[config.mk]
export PLATFORM = sky130hd
export DESIGN_NAME = address_breakpoint_match
export DESIGN_NICKNAME = d
export VERILOG_FILES = /design/src/design/abm_pkg.sv /design/src/design/cmp_if.sv /design/src/design/address_breakpoint_match.sv /design/src/design/addr_attr_compare.sv
export SDC_FILE = /design/constraint.sdc
export NUM_CORES = 1
export LEC_CHECK = 0
export BUFFER_PORTS_ARGS = -buffer_cell sky130_fd_sc_hd__buf_2
export CAP_MARGIN = 15
export CORE_MARGIN = 1.5
export CORE_UTILIZATION = 53
export DETAILED_ROUTE_END_ITERATION = 7
export PLACE_DENSITY = 0.93
export SYNTH_ARGS = -nofsm -noshare
export SYNTH_HDL_FRONTEND = slang
export SYNTH_HIERARCHICAL = 1
export SYNTH_SLANG_ARGS = --single-unit
[constraint.sdc]
create_clock -name clock -period 2.6 [get_ports clock]
set_input_delay 0 -clock clock [delete_from_list [all_inputs] [get_ports clock]]
set_output_delay 0 -clock clock [all_outputs]
set_load 0.05 [all_outputs]
[src/design/abm_pkg.sv]
// Purpose: Shared constants of the address breakpoint comparator.
// Assumes: 32-bit debug register data, 5-bit register select.
// Notes:   Register numbers are the debug register select codes.
package abm_pkg;
	// Register select codes
	localparam logic [4:0]  SEL_CONFIG     = 5'h00;
	localparam logic [4:0]  SEL_ATTRIBUTE  = 5'h06;
	localparam logic [4:0]  SEL_HIGH_BOUND = 5'h0C;
	localparam logic [4:0]  SEL_LOW_BOUND  = 5'h0D;
	// Reset values
	localparam logic [31:0] CONFIG_RESET   = 32'h0001_0000;
	localparam logic [15:0] ATTR_RESET     = 16'h0005;
	localparam logic [31:0] BOUND_RESET    = 32'h0000_0000;
	// Attribute register fields
	localparam int          DIR_MASK_BIT   = 15;
	localparam int          WIDTH_MASK_LSB = 13;
	localparam int          CLASS_MASK_LSB = 11;
	localparam int          MOD_MASK_LSB   = 8;
	localparam int          DIR_BIT        = 7;
	localparam int          WIDTH_LSB      = 5;
	localparam int          CLASS_LSB      = 3;
	localparam int          MOD_LSB        = 0;
	localparam int          MASK_LSB       = 8;
	// Config/status fields
	localparam int          INHIBIT_BIT    = 16;
	localparam int          TRIG_BIT       = 26;
	localparam int          STATUS_LSB     = 28;
	localparam logic [3:0]  HW_REVISION    = 4'h0;
	localparam logic [3:0]  ST_IDLE        = 4'h0;
	localparam logic [3:0]  ST_WAITING     = 4'h1;
	localparam logic [3:0]  ST_TRIGGERED   = 4'h2;
	// Address case select
	localparam logic [1:0]  CASE_EQUAL     = 2'h0;
	localparam logic [1:0]  CASE_INSIDE    = 2'h1;
	localparam logic [1:0]  CASE_OUTSIDE   = 2'h2;
	// Width encodings
	localparam logic [1:0]  WIDTH_LONG     = 2'h0;
	localparam logic [1:0]  WIDTH_BYTE     = 2'h1;
	localparam logic [1:0]  WIDTH_WORD     = 2'h2;
	// Access class encodings
	localparam logic [1:0]  CLASS_NORMAL   = 2'h0;
	localparam logic [1:0]  CLASS_EXTERNAL = 2'h1;
	localparam logic [1:0]  CLASS_EMULATOR = 2'h2;
	localparam logic [1:0]  CLASS_ACK      = 2'h3;
	// Modifier encodings
	localparam logic [2:0]  MOD_LINE_PUSH  = 3'h0;
	localparam logic [2:0]  MOD_USER_DATA  = 3'h1;
	localparam logic [2:0]  MOD_USER_CODE  = 3'h2;
	localparam logic [2:0]  MOD_SUP_DATA   = 3'h5;
	localparam logic [2:0]  MOD_SUP_CODE   = 3'h6;
	localparam logic [2:0]  MOD_CPU_SPACE  = 3'h0;
endpackage

[src/design/cmp_if.sv]
// Purpose: Carries bound, attribute and bus fields to the comparator.
// Assumes: Single clock domain.
// Notes:   hit is registered inside the comparator.
`timescale 1ns/1ps
interface cmp_if #(parameter int ADDR_W = 32);
	logic [ADDR_W-1:0] low;
	logic [ADDR_W-1:0] high;
	logic [15:0]       attr;
	logic [1:0]        addr_case;
	logic              enable;
	logic              bus_valid;
	logic [ADDR_W-1:0] bus_addr;
	logic              bus_rd;
	logic [1:0]        bus_size;
	logic [1:0]        bus_class;
	logic [2:0]        bus_mod;
	logic              hit;
	modport regs (output low, high, attr, addr_case, enable, bus_valid, bus_addr,
		bus_rd, bus_size, bus_class, bus_mod, input hit);
	modport cmp (input low, high, attr, addr_case, enable, bus_valid, bus_addr,
		bus_rd, bus_size, bus_class, bus_mod, output hit);
endinterface

[src/design/address_breakpoint_match.sv]
// Purpose: Debug address breakpoint registers and trigger.
// Assumes: CPU and debug port share the core clock; debug port never
//          overlaps a CPU debug write in software terms.
// Notes:   Register writes from the debug port win over the CPU.
`timescale 1ns/1ps

////////////////////////////////////////////////////////////////////////////////
module address_breakpoint_match #(parameter int ADDR_W = 32)
(
	input  wire logic              clock,
	input  wire logic              rst_n,
	// CPU debug write instruction
	input  wire logic              cpu_wr,
	input  wire logic [4:0]        cpu_sel,
	input  wire logic [31:0]       cpu_wdata,
	// Debug port register and memory commands
	input  wire logic              dbg_req,
	input  wire logic              dbg_wr,
	input  wire logic [4:0]        dbg_sel,
	input  wire logic [31:0]       dbg_wdata,
	output logic      [31:0]       dbg_rdata,
	output logic                   dbg_rvalid,
	input  wire logic              dbg_mem_req,
	input  wire logic [ADDR_W-1:0] dbg_mem_addr,
	output logic      [ADDR_W-1:0] mem_cmd_addr,
	output logic      [1:0]        mem_cmd_class,
	output logic      [2:0]        mem_cmd_mod,
	// Processor local bus
	input  wire logic              bus_valid,
	input  wire logic [ADDR_W-1:0] bus_addr,
	input  wire logic              bus_rd,
	input  wire logic [1:0]        bus_size,
	input  wire logic [1:0]        bus_class,
	input  wire logic [2:0]        bus_mod,
	// Trigger control and result
	input  wire logic              bp_enable,
	input  wire logic [1:0]        addr_case,
	output logic                   addr_trigger,
	output logic      [15:0]       debug_cfg
);
	if (ADDR_W < 2 || ADDR_W > 32)
	begin : g_bad_width
		$error("ADDR_W must lie in 2..32");
	end

	////////////////////////////////////////////////////////////////////////
	typedef struct packed
	{
		logic [15:0]       cfg;
		logic              inhibit;
		logic              trig;
		logic [15:0]       attr;
		logic [ADDR_W-1:0] low;
		logic [ADDR_W-1:0] high;
		logic [31:0]       rdata;
		logic              rvalid;
	} regs_t;

	regs_t             st_r;
	regs_t             st_nxt;
	logic              dbg_write;
	logic              dbg_read;
	logic              cpu_write;
	logic              wr_go;
	logic [4:0]        wr_sel;
	logic [31:0]       wr_data;
	logic [3:0]        bp_state;
	logic [31:0]       config_word;

	cmp_if #(.ADDR_W(ADDR_W)) cif ();

	addr_attr_compare #(.ADDR_W(ADDR_W)) u_cmp
	(
		.clock (clock),
		.rst_n (rst_n),
		.cif   (cif)
	);

	assign cif.low       = st_r.low;
	assign cif.high      = st_r.high;
	assign cif.attr      = st_r.attr;
	assign cif.addr_case = addr_case;
	assign cif.enable    = bp_enable;
	assign cif.bus_valid = bus_valid;
	assign cif.bus_addr  = bus_addr;
	assign cif.bus_rd    = bus_rd;
	assign cif.bus_size  = bus_size;
	assign cif.bus_class = bus_class;
	assign cif.bus_mod   = bus_mod;

	////////////////////////////////////////////////////////////////////////
	// Write arbitration
	assign dbg_write = dbg_req & dbg_wr;
	assign dbg_read  = dbg_req & ~dbg_wr;
	// Debug port holds the bus; CPU writes dropped while inhibited
	assign cpu_write = cpu_wr & ~st_r.inhibit & ~dbg_req;
	assign wr_go     = dbg_write | cpu_write;
	assign wr_sel    = dbg_write ? dbg_sel : cpu_sel;
	assign wr_data   = dbg_write ? dbg_wdata : cpu_wdata;

	// Status nibble tracks bp_enable and the sticky address trigger
	always_comb
	begin
		if (!bp_enable)
			bp_state = abm_pkg::ST_IDLE;
		else if (st_r.trig)
			bp_state = abm_pkg::ST_TRIGGERED;
		else
			bp_state = abm_pkg::ST_WAITING;
	end

	always_comb
	begin
		config_word = '0;
		config_word[abm_pkg::STATUS_LSB +: 4] = bp_state;
		config_word[abm_pkg::TRIG_BIT] = st_r.trig;
		config_word[23:20] = abm_pkg::HW_REVISION;
		config_word[abm_pkg::INHIBIT_BIT] = st_r.inhibit;
		config_word[15:0] = st_r.cfg;
	end

	////////////////////////////////////////////////////////////////////////
	always_comb
	begin
		st_nxt = st_r;
		st_nxt.rvalid = 1'b0;
		if (wr_go)
		begin
			case (wr_sel)
				abm_pkg::SEL_CONFIG:
				begin
					st_nxt.cfg = wr_data[15:0];
					if (dbg_write)
						st_nxt.inhibit = wr_data[abm_pkg::INHIBIT_BIT];
				end
				abm_pkg::SEL_ATTRIBUTE:  st_nxt.attr = wr_data[15:0];
				abm_pkg::SEL_HIGH_BOUND: st_nxt.high = wr_data[ADDR_W-1:0];
				abm_pkg::SEL_LOW_BOUND:  st_nxt.low = wr_data[ADDR_W-1:0];
				default:                 st_nxt.cfg = st_r.cfg;
			endcase
		end
		// Shared with breakpoint use: a memory command destroys the ceiling
		if (dbg_mem_req)
			st_nxt.high = dbg_mem_addr;
		// Only the debug port reads; CPU has no read path
		if (dbg_read)
		begin
			st_nxt.rvalid = 1'b1;
			case (dbg_sel)
				abm_pkg::SEL_CONFIG:     st_nxt.rdata = config_word;
				abm_pkg::SEL_ATTRIBUTE:  st_nxt.rdata = {16'h0000, st_r.attr};
				abm_pkg::SEL_HIGH_BOUND: st_nxt.rdata = 32'(st_r.high);
				abm_pkg::SEL_LOW_BOUND:  st_nxt.rdata = 32'(st_r.low);
				default:                 st_nxt.rdata = 32'h0000_0000;
			endcase
		end
		// Set wins over the read-clear
		st_nxt.trig = cif.hit | (st_r.trig & ~(dbg_read && dbg_sel == abm_pkg::SEL_CONFIG));
	end

	always_ff @(posedge clock or negedge rst_n)
	begin
		if (!rst_n)
		begin
			st_r        <= '0;
			st_r.cfg    <= abm_pkg::CONFIG_RESET[15:0];
			st_r.inhibit <= abm_pkg::CONFIG_RESET[abm_pkg::INHIBIT_BIT];
			st_r.attr   <= abm_pkg::ATTR_RESET;
			st_r.low    <= abm_pkg::BOUND_RESET[ADDR_W-1:0];
			st_r.high   <= abm_pkg::BOUND_RESET[ADDR_W-1:0];
		end
		else
			st_r <= st_nxt;
	end

	////////////////////////////////////////////////////////////////////////
	assign dbg_rdata     = st_r.rdata;
	assign dbg_rvalid    = st_r.rvalid;
	assign mem_cmd_addr  = st_r.high;
	assign mem_cmd_class = st_r.attr[abm_pkg::CLASS_LSB +: 2];
	assign mem_cmd_mod   = st_r.attr[abm_pkg::MOD_LSB +: 3];
	assign addr_trigger  = cif.hit;
	assign debug_cfg     = st_r.cfg;
endmodule

[src/design/addr_attr_compare.sv]
// Purpose: Address case and masked attribute comparison per transfer.
// Assumes: One bus transfer per valid cycle.
// Notes:   Hit shows one cycle after the transfer.
`timescale 1ns/1ps
module addr_attr_compare #(parameter int ADDR_W = 32)
(
	input  wire logic clock,
	input  wire logic rst_n,
	cmp_if.cmp        cif
);
	if (ADDR_W < 2 || ADDR_W > 32)
	begin : g_bad_width
		$error("ADDR_W must lie in 2..32");
	end

	typedef struct packed
	{
		logic hit;
	} cmp_state_t;

	cmp_state_t      st_r;
	cmp_state_t      st_nxt;
	logic [7:0]      bus_attr;
	logic [7:0]      bit_ok;
	logic            addr_ok;

	assign bus_attr = {cif.bus_rd, cif.bus_size, cif.bus_class, cif.bus_mod};

	// Each attribute bit passes when masked or equal
	for (genvar i = 0; i < 8; i++)
	begin : g_bit
		assign bit_ok[i] = cif.attr[abm_pkg::MASK_LSB + i] | (cif.attr[i] == bus_attr[i]);
	end

	always_comb
	begin
		case (cif.addr_case)
			abm_pkg::CASE_EQUAL:   addr_ok = (cif.bus_addr == cif.low);
			abm_pkg::CASE_INSIDE:  addr_ok = (cif.bus_addr >= cif.low) && (cif.bus_addr <= cif.high);
			abm_pkg::CASE_OUTSIDE: addr_ok = (cif.bus_addr < cif.low) || (cif.bus_addr > cif.high);
			default:               addr_ok = 1'b0;
		endcase
	end

	always_comb
	begin
		st_nxt = st_r;
		st_nxt.hit = cif.enable & cif.bus_valid & addr_ok & (&bit_ok);
	end

	always_ff @(posedge clock or negedge rst_n)
	begin
		if (!rst_n)
			st_r <= '0;
		else
			st_r <= st_nxt;
	end

	assign cif.hit = st_r.hit;
endmodule

==> flow_metrics.py, run 1 <==
metrics = {
    "sta": {
        "worst_slew_margin_rel_pct": 26.22,
        "worst_slack_ns": 0.1215,
        "setup_viol": 0,
        "fmax_ghz": 0.4035,
        "period_needed_ns": 2.479,
        "slew_viol_final": 0,
        "timing_hold_violations_final": 0,
        "clock_skew_ns": 0.01327,
        "min_period_over_period_pct": 95.33,
        "hold_ws_ns": 0.009309,
        "worstMarginPinSlew_ns": 1.107,
    },
    "clocking": {
        "clk-insertion-delay-late_ns": 0.43,
        "cts_buffer_depth": 2,
        "cts_root_buffer": "clkbuf_16",
        "cts_inserted_buffers": 17,
        "clk_pin_slew_ns": 0.07,
        "cts_tree": "built",
        "cts.sinks": 132,
        "cts_htree_levels": 4,
    },
    "route": {
        "avgRoutedWirePerCell_um": 22.38,
        "num_vias": 8401,
        "wl_um": 29960,
        "via_per_inst": 6.274,
        "ant_nets": 0,
        "drcViolationCount": 0,
        "firstDrtPassIters": 6,
        "drt_iter0_markers": 1069,
    },
    "power": {
        "power_leakage_nw": 5.513,
        "max-vdd-ir-drop_mv": 0.5304,
        "power_density_mw_per_mm2": 671.7,
    },
    "critical_path": {
        "cp_data_required_time_ns": 2.91,
        "rr_worst_depth": 4,
        "r2r_start": "config_word[16]$_DFFE_PN1P_",
        "crit_path_start_kind": "flip-flop",
        "cp.arrival_ns": 2.79,
        "r2r_end": "mem_cmd_addr[4]$_DFFE_PN0P_",
        "critPathMaxFanout": 12,
        "worst_setup_path_end_kind": "flip-flop",
        "criticalPathCategory": "flip-flop to flip-flop",
        "startpoint": "config_word[16]$_DFFE_PN1P_",
        "rrSetupSlack_ns": 0.12,
    },
    "synthesis": {
        "yosysSeqAreaShare_pct": 39.53,
        "netlist_area_mm2": 0.008366,
        "netlist_instances": 801,
        "synth_edf_count": 0,
        "ys_seq_elements": 132,
        "synth_top_family_by_area": "simple AND/OR/NAND/NOR gates",
        "async_reset_ff_share_pct": 100.0,
        "synth-simple-area-share_pct": 16.02,
        "synth_xor_area_share_pct": 0.8376,
        "synth_nets": 1021,
        "synthAdderAreaFrac_pct": 9.572,
        "syn_avg_cell_area_um2": 10.44,
        "synth_top_cells_by_count": "dfrtp_1 (129), mux2_2 (82), ha_1 (64), inv_1 (64), nand2_1 (47)",
        "synth_compound_area_share_pct": 13.12,
        "synth.distinct_cells": 67,
        "yosys_warnings": 6,
        "synth_ff_type": "dfrtp_1",
        "synthMuxAreaShare_pct": 13.49,
        "yosysMostFrequentCell": "dfrtp_1",
        "synth.largest_area_cell": "dfrtp_1",
        "synth_top_area_share_pct": 38.59,
        "synth_area_leaders": "dfrtp_1 (39%), mux2_2 (11%), ha_1 (9.6%)",
    },
    "floorplanning": {
        "ioPinCount": 243,
        "core_area_mm2": 0.01531,
        "dieWidth_um": 128.6,
        "die_area_mm2": 0.01655,
        "initial_core_util_pct": 54.62,
        "die_h_um": 128.6,
        "row_count": 45,
    },
    "finish": {
        "fin_cells": 1339,
        "areaGrowthSynthToFinish_pct": 34.68,
        "final_util_pct": 73.57,
        "final_layout_size_suffix_gt1_share_pct": 34.93,
        "final_nets": 1332,
    },
    "run_status": {
        "status": "finished, final reports clean",
    },
    "grt": {
        "grt.total_usage_pct": 36.59,
        "grt_max_degree": 114,
        "grt_pass1_vias": 8724,
        "grt_pass1_wl_um": 45840,
        "antenna_found_initial": 3,
        "grt_overflow": 0,
    },
    "hold_path": {
        "min_path_cells": 3,
        "holdCritPathClass": "input pin to flip-flop",
        "hold_end": "mem_cmd_addr[0]$_DFFE_PN0P_",
        "hp-start": "dbg_wdata[0]",
    },
    "flow_run": {
        "maxCapViolCount": 0,
    },
    "placement": {
        "gp_congestion": 0.9661,
        "portBuffers": 242,
        "dpl.cell_count": 1207,
        "place.detailed.hpwl_um": 18110,
        "pre_cts_ws_ns": 0.1852,
    },
}
==> through the flow <==
| stage | total power, mW | TNS, ns | area, um^2 |
|---|---|---|---|
| 6_report | 7.568 | 0 | 11270 |
| 5_1_grt | 7.832 | -0.01212 | 11270 |
| 4_1_cts | 7.437 | 0 | 11230 |
| 3_5_place_dp | 4.665 | 0 | 9625 |
| 3_3_place_gp | 4.575 | 0 | 9625 |
| 2_1_floorplan | 4.116 | 0 | 8366 |
==> cells by family (layout without fill, tap and decap cells) <==
| family | Yosys count | count (layout) |
|---|---|---|
| buf+inv | 127 | 451 |
| flops | 132 | 132 |
| xor+xnor | 8 | 8 |
| other cells | 0 | 3 |
| fa+ha+maj | 64 | 64 |
| simple gates | 227 | 227 |
| compound gates | 143 | 143 |
| mux | 100 | 100 |
==> how the worst max path moves through the flow <==
stage | to | slack, ns
floorplan | u_cmp/cif.hit$_DFF_PN0_ | 0.26
global placement | u_cmp/cif.hit$_DFF_PN0_ | 0.27
detailed placement | u_cmp/cif.hit$_DFF_PN0_ | 0.19
CTS | u_cmp/cif.hit$_DFF_PN0_ | 0.15
global route | u_cmp/cif.hit$_DFF_PN0_ | -0.01
finish | mem_cmd_addr[4]$_DFFE_PN0P_ | 0.12
==> cell type report <==
| cell class | count | area [um^2] |
|---|---|---|
| Antenna cell | 3 | 7.507 |
| Fill cell | 1010 | 4048 |
| Tap cell | 211 | 264.0 |
| Timing Repair Buffer | 355 | 2331 |
| Multi-Input combinational cell | 542 | 4471 |
| Inverter | 64 | 240.2 |
| Clock buffer | 23 | 498.0 |
| Sequential cell | 132 | 3307 |
| Clock inverter | 9 | 148.9 |
==> worst max-delay path: stages (launching register included) <==
cell	delay, ns
dfstp_2	0.39
o32ai_1	0.54
a31oi_4	0.40
a221o_1	0.45
dlygate4sd3_1	0.57
==> flip-flops by register name, summed over array words and instances, names as in the netlist <==
register       cells
debug_cfg         16
cif.attr          16
mem_cmd_addr      32
dbg_rvalid         1
config_word        2
cif.low           32
dbg_rdata         32
u_cmp/cif.hit      1
==> per-layer routing <==
metal | routed length (um) | up-vias | GRT usage, %
met5 | 0 | - | 0
met4 | 2083 | 0 | 24.92
met3 | 2959 | 202 | 9.480
met2 | 13950 | 685 | 58.03
met1 | 10970 | 3969 | 43.93
li1 | - | 3545 | -
==> cell usage in the layout (no fill, tap or decap), drive strengths merged, types with 14 or more instances in the layout <==
master       count
o21ai           34
nand2           48
mux2            99
dlygate4sd3     96
nor3b           32
a22oi           14
and3            33
inv             64
dfrtp          129
and2            35
nand4           15
a21oi           24
ha              64
clkbuf          23
buf            259
a221o           33
nor4            17
==> power by group <==
part	internal, mW	leakage, nW	switching, mW	total [mW]
Clock	1.73	0.323	0.911	2.64
Combinational	0.909	3.48	1.34	2.25
Sequential	2.37	1.71	0.308	2.68
==> timing repair <==
item                                   4_1_cts  5_1_grt
hold buffers                                96        0
endpoints found under the hold margin      178        0
setup endpoints to repair                    0        1
resized for setup                            0        2
buffers inserted                             0        1
No activity file was read; power rests on OpenSTA's default activity.
==> inputs of run 2 (changes only) <==
Settings changed: REMOVE_ABC_BUFFERS set to 1.
==> flow_metrics.py, run 2 (synthesized netlist as in run 1, its figures left out) <==
metrics = {
    "run_status": {
        "status": "finished, final reports clean",
    },
    "critical_path": {
        "cp_data_required_time_ns": 2.94,
        "critPathMaxFanout": 4,
        "worst_setup_path_end_kind": "flip-flop",
        "slowest_delay_ns": 0.42,
        "criticalPathCategory": "flip-flop to flip-flop",
        "crit_path_start_kind": "flip-flop",
        "crit_chain": "inv_1 > ha_1 > nand4_1 > nor3_1 > nand3_1 > o31a_1 > a31oi_1 > o211ai_1 > a221oi_2",
        "rr_worst_depth": 9,
        "r2r_start": "mem_cmd_addr[22]$_DFFE_PN0P_",
        "rrSetupSlack_ns": 0.17,
        "cp.arrival_ns": 2.77,
        "r2r_end": "u_cmp/cif.hit$_DFF_PN0_",
        "crit_path_top_delay_cell": "dfrtp_1",
    },
    "clocking": {
        "cts_tree": "built",
        "cts.sinks": 132,
        "post_cts_buffers": 0,
        "clk_pin_slew_ns": 0.06,
        "cts_htree_levels": 4,
        "clk-insertion-delay-late_ns": 0.43,
        "ctsHoldBuffers": 95,
        "cts_inserted_buffers": 17,
        "cts_root_buffer": "clkbuf_16",
        "cts_resized": 0,
        "cts_buffer_depth": 2,
    },
    "placement": {
        "gp_congestion": 0.8634,
        "place.detailed.hpwl_um": 17840,
        "portBuffers": 242,
    },
    "sta": {
        "period_needed_ns": 2.434,
        "min_period_over_period_pct": 93.60,
        "rsz0062_at_grt": "false",
        "worstMarginPinSlew_ns": 1.165,
        "slew_viol_final": 0,
        "fmax_ghz": 0.4109,
        "worst_slew_margin_rel_pct": 22.31,
        "setup_viol": 0,
        "setup_tns_ns": 0,
        "timing_hold_violations_final": 0,
        "clock_skew_ns": 0.009196,
    },
    "hold_path": {
        "hp-start": "cpu_wdata[0]",
        "hold_end": "debug_cfg[0]$_DFFE_PN0P_",
        "min_path_cells": 3,
        "holdCritPathClass": "input pin to flip-flop",
    },
    "power": {
        "max-vdd-ir-drop_mv": 0.4405,
        "power_leakage_nw": 5.494,
        "pwr-share-comb_pct": 29.4,
        "p_clk_share_pct": 35.5,
        "p_total_mw": 7.534,
        "power_density_mw_per_mm2": 670.6,
        "p_sw_share_pct": 33.84,
        "p_int_mw": 4.984,
        "p_switching_mw": 2.550,
        "pwr-share-seq_pct": 35.1,
    },
    "finish": {
        "multi_input_area_mm2": 0.004454,
        "final_cell_mix": "buf_2 (241), dfrtp_1 (129), dlygate4sd3_1 (95), mux2_2 (82)",
        "final_layout_size_suffix_gt1_share_pct": 34.91,
        "final_util_pct": 73.36,
        "regArea_mm2": 0.003307,
        "antennaDiodeCount": 0,
        "final_common_cell": "buf_2",
        "fillers": 1033,
        "areaGrowthSynthToFinish_pct": 34.30,
        "final_nets": 1330,
    },
    "floorplanning": {
        "dieWidth_um": 128.6,
        "ioPinCount": 243,
        "row_count": 45,
        "die_area_mm2": 0.01655,
        "die_h_um": 128.6,
        "core_area_mm2": 0.01531,
        "initial_core_util_pct": 54.62,
    },
    "route": {
        "firstDrtPassIters": 8,
        "num_vias": 8090,
        "drt_iter0_markers": 903,
        "drcViolationCount": 0,
        "wl_um": 28620,
        "via_per_inst": 6.064,
        "ant_nets": 0,
        "avgRoutedWirePerCell_um": 21.45,
    },
    "grt": {
        "grt_max_degree": 82,
        "antenna_found_initial": 0,
        "grt.total_usage_pct": 34.64,
        "grt_pass1_wl_um": 43410,
        "grt_pass1_vias": 8264,
        "grt_overflow": 0,
    },
    "flow_run": {
        "maxCapViolCount": 0,
    },
}
## run 2: worst max-delay path by stage
stage                                            start                      end  slack, ns  cells after the start
after detailed placement       cif.low[17]$_DFFE_PN0P_  u_cmp/cif.hit$_DFF_PN0_       0.12                      9
after global routing           cif.low[17]$_DFFE_PN0P_  u_cmp/cif.hit$_DFF_PN0_       0.02                      9
after global placement         cif.low[19]$_DFFE_PN0P_  u_cmp/cif.hit$_DFF_PN0_       0.22                      9
after floorplan                                dbg_req   cif.low[0]$_DFFE_PN0P_       0.19                      4
after CTS                      cif.low[17]$_DFFE_PN0P_  u_cmp/cif.hit$_DFF_PN0_       0.09                      9
final                     mem_cmd_addr[22]$_DFFE_PN0P_  u_cmp/cif.hit$_DFF_PN0_       0.17                      9
## run 2: power by group through the flow
stage	clock network, mW	registers [mW]	logic [mW]
final	2.67	2.65	2.21
after global routing	2.76	2.68	2.35
after CTS	2.66	2.63	2.15
after detailed placement	0	2.66	1.99
after global placement	0	2.64	1.93
after floorplan	0	3.06	0.907
## run 2: area by class of cell
class	count	share of cell area, %
clock buffers	22	4.310
multi-input cells	542	39.65
inverters	64	2.138
well taps	211	2.350
flip-flops and latches	132	29.44
clock inverters	10	1.526
repair buffers	353	20.59
## run 2: metrics by stage
step | hold slack [ns] | setup slack [ns] | std cells | area (um^2)
after floorplan | -0.2956 | 0.1908 | 738 | 7984
after global placement | 0.08703 | 0.2246 | 1207 | 9628
after detailed placement | 0.09787 | 0.1239 | 1207 | 9628
after CTS | 0.0002534 | 0.09361 | 1334 | 11230
after global routing | 0.01815 | 0.01524 | 1334 | 11230
final | 0.01034 | 0.1664 | 1334 | 11230
## run 2: layer usage
metal	wire, um	up-vias	part of all wire, %	GRT usage, %
li1	-	3539	-	-
met5	0	-	0	0
met2	13790	520	48	57.31
met3	2366	105	8.3	7.360
met4	1230	0	4.3	18.11
met1	11230	3926	39	42.93
## run 2: critical path: cells and delay by family, from the launching register on
| kind | cells | cell delay, ns |
|---|---|---|
| simple gates | 3 | 0.77 |
| compound gates | 4 | 0.77 |
| flops | 1 | 0.42 |
| fa+ha+maj | 1 | 0.32 |
| buf+inv | 1 | 0.06 |
